## config.mk

```make
export PLATFORM = sky130hd
export DESIGN_NAME = hbw_device_flat
export DESIGN_NICKNAME = d
export VERILOG_FILES = /design/src/common/hbw_pkg.sv /design/src/common/hbw_if.sv /design/src/hbw_device.sv /design/src/flat_wrapper.sv
export SDC_FILE = /design/constraint.sdc
export NUM_CORES = 1
export LEC_CHECK = 0
export BUFFER_PORTS_ARGS = -buffer_cell sky130_fd_sc_hd__buf_2
export CORE_ASPECT_RATIO = 0.5
export CORE_MARGIN = 1.5
export CORE_UTILIZATION = 46
export CTS_BUF_LIST = sky130_fd_sc_hd__clkbuf_4 sky130_fd_sc_hd__clkbuf_8
export DETAILED_ROUTE_END_ITERATION = 10
export GPL_TIMING_DRIVEN = 0
export HOLD_SLACK_MARGIN = 0.08
export PLACE_DENSITY = 0.78
export SETUP_SLACK_MARGIN = 0.02
export SYNTH_ARGS = -nofsm -noshare
export SYNTH_HDL_FRONTEND = slang
export SYNTH_SLANG_ARGS = --single-unit
```

## constraint.sdc

```tcl
create_clock -name i_clk -period 1.8 [get_ports i_clk]
set_input_delay 0.18 -clock i_clk [delete_from_list [all_inputs] [get_ports i_clk]]
set_output_delay 0.18 -clock i_clk [all_outputs]
set_load 0.01 [all_outputs]
```

## src/common/hbw_pkg.sv

```systemverilog
/*
 the shared constants and types of the host bus write handshake: bus widths,
 modes, strobe styles and the timing figures turned into 25 MHz clock counts.
 assumes one 25 MHz clock shared by both ends.
*/
package hbw_pkg;
   localparam int unsigned CLK_PERIOD_NS = 40;
   localparam int unsigned ADDR_W = 16;
   localparam int unsigned DATA_W = 16;
   // least times, rounded up to whole cycles
   localparam int unsigned T_STROBE_ACTIVE_NS = 32;
   localparam int unsigned T_STROBE_CYCLE_NS = 45;
   localparam int unsigned T_STROBE_GAP_NS = 13;
   localparam int unsigned STROBE_ACTIVE_CYC = (T_STROBE_ACTIVE_NS + CLK_PERIOD_NS - 1) / CLK_PERIOD_NS;
   localparam int unsigned STROBE_CYCLE_CYC = (T_STROBE_CYCLE_NS + CLK_PERIOD_NS - 1) / CLK_PERIOD_NS;
   localparam int unsigned STROBE_GAP_CYC = (T_STROBE_GAP_NS + CLK_PERIOD_NS - 1) / CLK_PERIOD_NS;
   // longest times, rounded down, never under one cycle
   localparam int unsigned T_WRITE8_NS = 200;
   localparam int unsigned T_WRITE16_NS = 280;
   localparam int unsigned WRITE8_CYC = T_WRITE8_NS / CLK_PERIOD_NS;
   localparam int unsigned WRITE16_CYC = T_WRITE16_NS / CLK_PERIOD_NS;
   localparam int unsigned T_WAIT_EDGE_NS = 10;
   localparam int unsigned WAIT_EDGE_CYC = (T_WAIT_EDGE_NS / CLK_PERIOD_NS) < 1 ? 1 : T_WAIT_EDGE_NS / CLK_PERIOD_NS;
   localparam int unsigned T_WAIT_OFF_NS = 9;
   localparam int unsigned WAIT_OFF_CYC = (T_WAIT_OFF_NS / CLK_PERIOD_NS) < 1 ? 1 : T_WAIT_OFF_NS / CLK_PERIOD_NS;
   localparam int unsigned CNT_W = 4;
   // internal write duration in cycles; fits the documented worst case
   localparam logic [CNT_W-1:0] INT_WRITE8_CYC = 4'h3;
   localparam logic [CNT_W-1:0] INT_WRITE16_CYC = 4'h5;

   typedef enum logic [1:0] {HBW_LEGACY, HBW_POSTED, HBW_NONPOSTED} hbw_mode_e;
   typedef enum logic {HBW_SEPARATE, HBW_DIR_STROBE} hbw_sig_e;
endpackage

```

## src/common/hbw_if.sv

```systemverilog
/*
 the parallel host bus between host and device, write side.
 assumes both ends run on the same clock; wait_ack is resolved here.
*/
`timescale 1ns/100ps
interface hbw_if;
   logic cs;
   logic wr;
   logic rd;
   logic rd_wr;
   logic transfer_strobe;
   logic byte_mode;
   logic [hbw_pkg::ADDR_W-1:0] addr;
   logic [hbw_pkg::DATA_W-1:0] data;
   logic wait_ack_o;
   logic wait_ack_oe_n;
   logic wait_ack;
   // undriven wait_ack reads as inactive, like the board pull
   assign wait_ack = wait_ack_oe_n ? 1'b0 : wait_ack_o;
   modport device (input cs, wr, rd, rd_wr, transfer_strobe, byte_mode, addr, data,
      output wait_ack_o, wait_ack_oe_n);
   modport host (output cs, wr, rd, rd_wr, transfer_strobe, byte_mode, addr, data,
      input wait_ack);
endinterface

```

## src/hbw_device.sv

```systemverilog
/*
 device end of the host bus write handshake: detects write cycles, drives
 wait_ack and hands each completed write to the core; a write arriving while one is pending replaces it.
 assumes bus inputs synchronous to i_clk and a static mode setting.
*/
`timescale 1ns/100ps
//////////////////////////////////////////////////////////////////////////////
module hbw_device (
   input wire logic i_clk,
   input wire logic i_reset,
   hbw_if.device bus,
   input wire hbw_pkg::hbw_mode_e i_mode,
   input wire hbw_pkg::hbw_sig_e i_sig,
   input wire logic i_wait_ack_en,
   output logic o_wr_valid,
   output logic [hbw_pkg::ADDR_W-1:0] o_wr_addr,
   output logic [hbw_pkg::DATA_W-1:0] o_wr_data,
   output logic o_wr_byte,
   output logic o_busy
);
   typedef struct packed {
      logic strobe;
      logic pending;
      logic pend_byte;
      logic [hbw_pkg::CNT_W-1:0] cnt;
      logic wait_o;
      logic wait_oe_n;
      logic wr_valid;
      logic [hbw_pkg::ADDR_W-1:0] wr_addr;
      logic [hbw_pkg::DATA_W-1:0] wr_data;
      logic wr_byte;
      logic acked;
   } hbw_dev_s;

   hbw_dev_s st_r;
   hbw_dev_s st_nxt;
   logic strobe_now;
   logic start;
   logic stop;
   logic done;

   //////////////////////////////////////////////////////////////////////////
   always_comb begin
      if (i_sig == hbw_pkg::HBW_SEPARATE) begin
         strobe_now = bus.cs & bus.wr;
      end else begin
         strobe_now = bus.cs & bus.transfer_strobe & ~bus.rd_wr;
      end
      start = strobe_now & ~st_r.strobe;
      stop = ~strobe_now & st_r.strobe;
      done = st_r.pending && (st_r.cnt == '0);
   end

   //////////////////////////////////////////////////////////////////////////
   always_comb begin
      st_nxt = st_r;
      st_nxt.strobe = strobe_now;
      st_nxt.wr_valid = 1'b0;
      // internal write countdown
      if (st_r.pending && st_r.cnt != '0) begin
         st_nxt.cnt = st_r.cnt - 1'b1;
      end
      if (done) begin
         st_nxt.pending = 1'b0;
         st_nxt.wr_valid = 1'b1;
         st_nxt.wr_byte = st_r.pend_byte;
      end
      // capture at strobe end for posted and legacy, at start for non-posted
      if ((i_mode == hbw_pkg::HBW_NONPOSTED) ? start : stop) begin
         st_nxt.wr_addr = bus.addr;
         st_nxt.wr_data = bus.data;
         st_nxt.wr_byte = bus.byte_mode;
      end
      if (i_mode == hbw_pkg::HBW_NONPOSTED && start) begin
         st_nxt.pending = 1'b1;
         st_nxt.pend_byte = bus.byte_mode;
         st_nxt.cnt = bus.byte_mode ? hbw_pkg::INT_WRITE8_CYC : hbw_pkg::INT_WRITE16_CYC;
         st_nxt.acked = 1'b0;
      end
      if (i_mode != hbw_pkg::HBW_NONPOSTED && stop) begin
         // posted write accepted; legacy writes complete the same way
         // legacy cannot stall, so a strobe end while pending restarts the count
         st_nxt.pending = 1'b1;
         st_nxt.pend_byte = bus.byte_mode;
         st_nxt.cnt = bus.byte_mode ? hbw_pkg::INT_WRITE8_CYC : hbw_pkg::INT_WRITE16_CYC;
         st_nxt.wr_addr = bus.addr;
         st_nxt.wr_data = bus.data;
      end
      if (done && i_mode == hbw_pkg::HBW_NONPOSTED) begin
         st_nxt.acked = 1'b1;
      end
      if (stop) begin
         st_nxt.acked = 1'b0;
      end
      // wait_ack level
      st_nxt.wait_oe_n = ~(i_wait_ack_en & bus.cs);
      case (i_mode)
         hbw_pkg::HBW_LEGACY: begin
            st_nxt.wait_o = 1'b0;
         end
         hbw_pkg::HBW_POSTED: begin
            // active while pending, and again right after a strobe ends
            st_nxt.wait_o = (st_nxt.pending & ~done) | stop;
            if (stop && !bus.cs) begin
               st_nxt.wait_oe_n = 1'b1;
            end
         end
         hbw_pkg::HBW_NONPOSTED: begin
            st_nxt.wait_o = strobe_now & ~st_nxt.acked & ~done;
         end
         default: begin
            st_nxt.wait_o = 1'b0;
         end
      endcase
   end

   //////////////////////////////////////////////////////////////////////////
   always_ff @(posedge i_clk or posedge i_reset) begin
      if (i_reset) begin
         st_r <= '0;
         st_r.wait_oe_n <= 1'b1;
      end else begin
         st_r <= st_nxt;
      end
   end

   assign bus.wait_ack_o = st_r.wait_o;
   assign bus.wait_ack_oe_n = st_r.wait_oe_n;
   assign o_wr_valid = st_r.wr_valid;
   assign o_wr_addr = st_r.wr_addr;
   assign o_wr_data = st_r.wr_data;
   assign o_wr_byte = st_r.wr_byte;
   assign o_busy = st_r.pending;
endmodule

```

## src/flat_wrapper.sv

```systemverilog
// flat-port wrapper written by rule: the top's interface ports become plain ports
module hbw_device_flat 
  (i_clk, i_reset, i_mode, i_sig, i_wait_ack_en, o_wr_valid, o_wr_addr, o_wr_data, o_wr_byte, o_busy, bus_cs, bus_wr, bus_rd, bus_rd_wr, bus_transfer_strobe, bus_byte_mode, bus_addr, bus_data, bus_wait_ack_o, bus_wait_ack_oe_n);
  hbw_if bus_i ();
  input wire logic i_clk;
  input wire logic i_reset;
  input wire hbw_pkg::hbw_mode_e i_mode;
  input wire hbw_pkg::hbw_sig_e i_sig;
  input wire logic i_wait_ack_en;
  output logic o_wr_valid;
  output logic [hbw_pkg::ADDR_W-1:0] o_wr_addr;
  output logic [hbw_pkg::DATA_W-1:0] o_wr_data;
  output logic o_wr_byte;
  output logic o_busy;
  input wire logic [$bits(bus_i.cs)-1:0] bus_cs;
  input wire logic [$bits(bus_i.wr)-1:0] bus_wr;
  input wire logic [$bits(bus_i.rd)-1:0] bus_rd;
  input wire logic [$bits(bus_i.rd_wr)-1:0] bus_rd_wr;
  input wire logic [$bits(bus_i.transfer_strobe)-1:0] bus_transfer_strobe;
  input wire logic [$bits(bus_i.byte_mode)-1:0] bus_byte_mode;
  input wire logic [$bits(bus_i.addr)-1:0] bus_addr;
  input wire logic [$bits(bus_i.data)-1:0] bus_data;
  output wire logic [$bits(bus_i.wait_ack_o)-1:0] bus_wait_ack_o;
  output wire logic [$bits(bus_i.wait_ack_oe_n)-1:0] bus_wait_ack_oe_n;
  assign bus_i.cs = bus_cs;
  assign bus_i.wr = bus_wr;
  assign bus_i.rd = bus_rd;
  assign bus_i.rd_wr = bus_rd_wr;
  assign bus_i.transfer_strobe = bus_transfer_strobe;
  assign bus_i.byte_mode = bus_byte_mode;
  assign bus_i.addr = bus_addr;
  assign bus_i.data = bus_data;
  assign bus_wait_ack_o = bus_i.wait_ack_o;
  assign bus_wait_ack_oe_n = bus_i.wait_ack_oe_n;
  hbw_device u_core (.i_clk(i_clk), .i_reset(i_reset), .bus(bus_i), .i_mode(i_mode), .i_sig(i_sig), .i_wait_ack_en(i_wait_ack_en), .o_wr_valid(o_wr_valid), .o_wr_addr(o_wr_addr), .o_wr_data(o_wr_data), .o_wr_byte(o_wr_byte), .o_busy(o_busy));
endmodule
```

==> impl_metrics.toml <==
[timing]
hold_viol = 0
slew_headroom = 0.757
fin_setup_tns_ns = 0
slew_viol_final = 0
fmax_ghz = 0.601
tightest_slew_ns = 0.356
finalSetupViolCount = 0
min_period_ns = 1.66
fin_crit_sh = 0.924
finalClockSkew_ns = 0.00710
rsz0062_at_grt = "false"

[setup_path]
path_class = "flop to flop"
start_kind = "flop"
crit_arrival_ns = 1.88
cp-end-kind = "flop"
cpPeakStageDelay_ns = 0.40
slowest_stage = "dfrtp_1"
cp_cell_sequence = "inv_2, ha_2, or3b_4, nand2_2, mux2_2, mux2i_1"
cp_max_fo = 3
required_ns = 2.01

[detailed_routing]
routedWlPerCell_um = 11.6
dr_total_vias = 1405
ant_nets = 0
drt_iter0_drc = 27
first_pass_iters = 4
totalWireLength_um = 3580
drc = 0
vias_per_cell = 4.53

[logic_synthesis]
synth_cells = 162
synth-seq-cells = 44
synthTopCellsByArea = "dfrtp_1 51%, mux2_2 13%, buf_4 11%"
yosysWarnings = 0
synth_flop_cell = "dfrtp_1"
synth_top_area_share = 0.507
ys_seq_area_frac = 0.520
synth_top_area_cell = "dfrtp_1"
synth.distinct_cells = 29
syn_area_per_cell_sq_um = 13.1
syn-cell-area_sq_mm = 0.00212
async_flop_share = 1.00
synth_nets = 210
synth_edf_count = 0

[finish]
nNetsFinal = 300
final_common_cell = "buf_2"
n_fill_cell = 356
drive_gt1_frac = 0.664
synthToLayoutAreaGrowth_pct = 30.9
antenna_cells = 0
instances_no_fill = 310
final_cell_mix = "81 x buf_2, 43 x dfrtp_1, 32 x buf_4"

[flow_run]
cap_viol_max_count = 0

[pwr]
vdd.ir_drop.worst_mv = 0.543
power.density_mw_per_mm2 = 1280
p_leak_nw = 1.41

[placed_design]
routabilityCongestion = 0.819
dp_hpwl_um = 2730
io_buffers = 79
numPlacedInstances = 299

[die]
die_area_sq_mm = 0.00505
fp.dieH_um = 51.0
coreArea_sq_mm = 0.00442
die_w_um = 99.0
rows = 17
start_util = 0.479
ios = 81

[clock_network]
clockBufferDepth = 2
clkTransAtPathRegs_ns = 0.08
tritoncts = "yes"
cts_made_buffers = 5
cts_setup_buffers = 0
cts_root_buf = "clkbuf_8"
insertion_delay_ns = 0.29
htreeDepth = 2
cts.sinks = 44

[global_route]
antenna_found_initial = 0
grt_pass1_wl_um = 5770
grt.total_usage = 0.148
grt_pass1_vias = 1342
grt_remaining_overflow = 0
grt_max_degree = 45

[outcome]
status = "finished, final reports clean"

[hold_path]
hold_path.class = "input pin to flop"
-- where the power goes --
part | total (W) | internal [W] | switching [W]
clock network | 0.000806 | 0.000490 | 0.000316
logic | 0.00129 | 0.000787 | 0.000499
registers | 0.00145 | 0.00128 | 0.000173
total | 0.00354 | 0.00255 | 0.000988
-- metal layers --
layer,vias up,share of wire,global-route usage
met4,0,0.013,0.0548
met3,4,0.041,0.0438
met1,675,0.42,0.167
li1,696,-,-
met2,30,0.52,0.270
met5,-,0,0
-- area by class of cell --
class,count,area (sq um),share of cell area
clock inverters,1,30.0,0.0108
well taps,57,71.3,0.0257
multi-input cells,73,723,0.261
repair buffers,83,445,0.161
clock buffers,7,96.3,0.0347
flip-flops and latches,44,1100,0.397
plain buffers,37,277,0.0996
inverters,8,30.0,0.0108
-- through the flow --
stage | util | instance area (sq um) | setup WS [ns] | hold slack, ns | total power, W
2_1_floorplan | - | 2120 | 0.0982 | 0.219 | 0.00235
3_3_place_gp | 0.585 | 2590 | 0.0300 | 0.309 | 0.00268
3_5_place_dp | 0.589 | 2610 | -0.0499 | 0.227 | 0.00274
4_1_cts | 0.625 | 2770 | 0.0265 | 0.111 | 0.00357
5_1_grt | 0.627 | 2780 | 0.0654 | 0.109 | 0.00376
6_report | 0.627 | 2780 | 0.137 | 0.115 | 0.00354
-- logic make-up (layout without fill, tap and decap cells) --
family,Yosys count,after routing,synth area share
adders and majority gates,4,4,0.0236
DFF,44,44,0.520
buffers and inverters,45,136,0.145
AOI/OAI and AO/OA,6,6,0.0236
muxes,39,39,0.222
xor gates and xnor gates,2,2,0.00826
and+or+nand+nor,22,22,0.0584
-- synth_stat cells (2+ instances only) --
library cell and instances:
a21oi_1 2, buf_2 2, buf_4 32, buf_6 2, dfrtp_1 43, ha_1 4
inv_1 8, mux2_2 24, mux2_4 10, mux2i_1 5, nand2_1 7, nand2b_1 2
nor2_1 2, nor3_1 3, or3b_2 2
-- sequential cells by signal (all words and copies together) (netlist names) --
name,count
u_core.o_wr_data,16
u_core.o_wr_byte,1
u_core.o_busy,1
u_core.o_wr_addr,16
u_core.o_wr_valid,1
u_core.st_r,7
u_core.bus.wait_ack_oe_n,1
u_core.bus.wait_ack_o,1
-- critical path: cells and delay by family, from the launching register on --
family	cells	cell delay [ns]
and+or+nand+nor	2	0.48
muxes	2	0.44
DFF	1	0.40
adders and majority gates	1	0.18
buffers and inverters	1	0.09
-- worst paths after layout --
kind                                                  start                            endpoint  slack (ns)  cells after the start
min in group asynchronous                           i_reset     u_core.o_wr_addr[8]$_DFFE_PP0P_        0.46                      4
setup reg to reg                u_core.st_r[37]$_DFFE_PP0P_         u_core.st_r[38]$_DFFE_PP0P_        0.14                      6
hold reg to reg            u_core.o_wr_data[12]$_DFFE_PP0P_    u_core.o_wr_data[12]$_DFFE_PP0P_        0.51                      1
hold / removal                                bus_byte_mode         u_core.st_r[39]$_DFFE_PP0P_        0.12                      2
setup / recovery                u_core.st_r[37]$_DFFE_PP0P_         u_core.st_r[38]$_DFFE_PP0P_        0.14                      6
max in group asynchronous                           i_reset  u_core.bus.wait_ack_oe_n$_DFF_PP1_        1.08                      4
-- what timing repair did --
action | CTS | global route
hold endpoints to repair | 44 | 0
pin swaps | 0 | 1
gates resized for setup | 2 | 4
endpoints found under the setup margin | 1 | 9
hold buffers | 3 | 0
cloned | 0 | 0
Power figures use the tool's default switching activity.
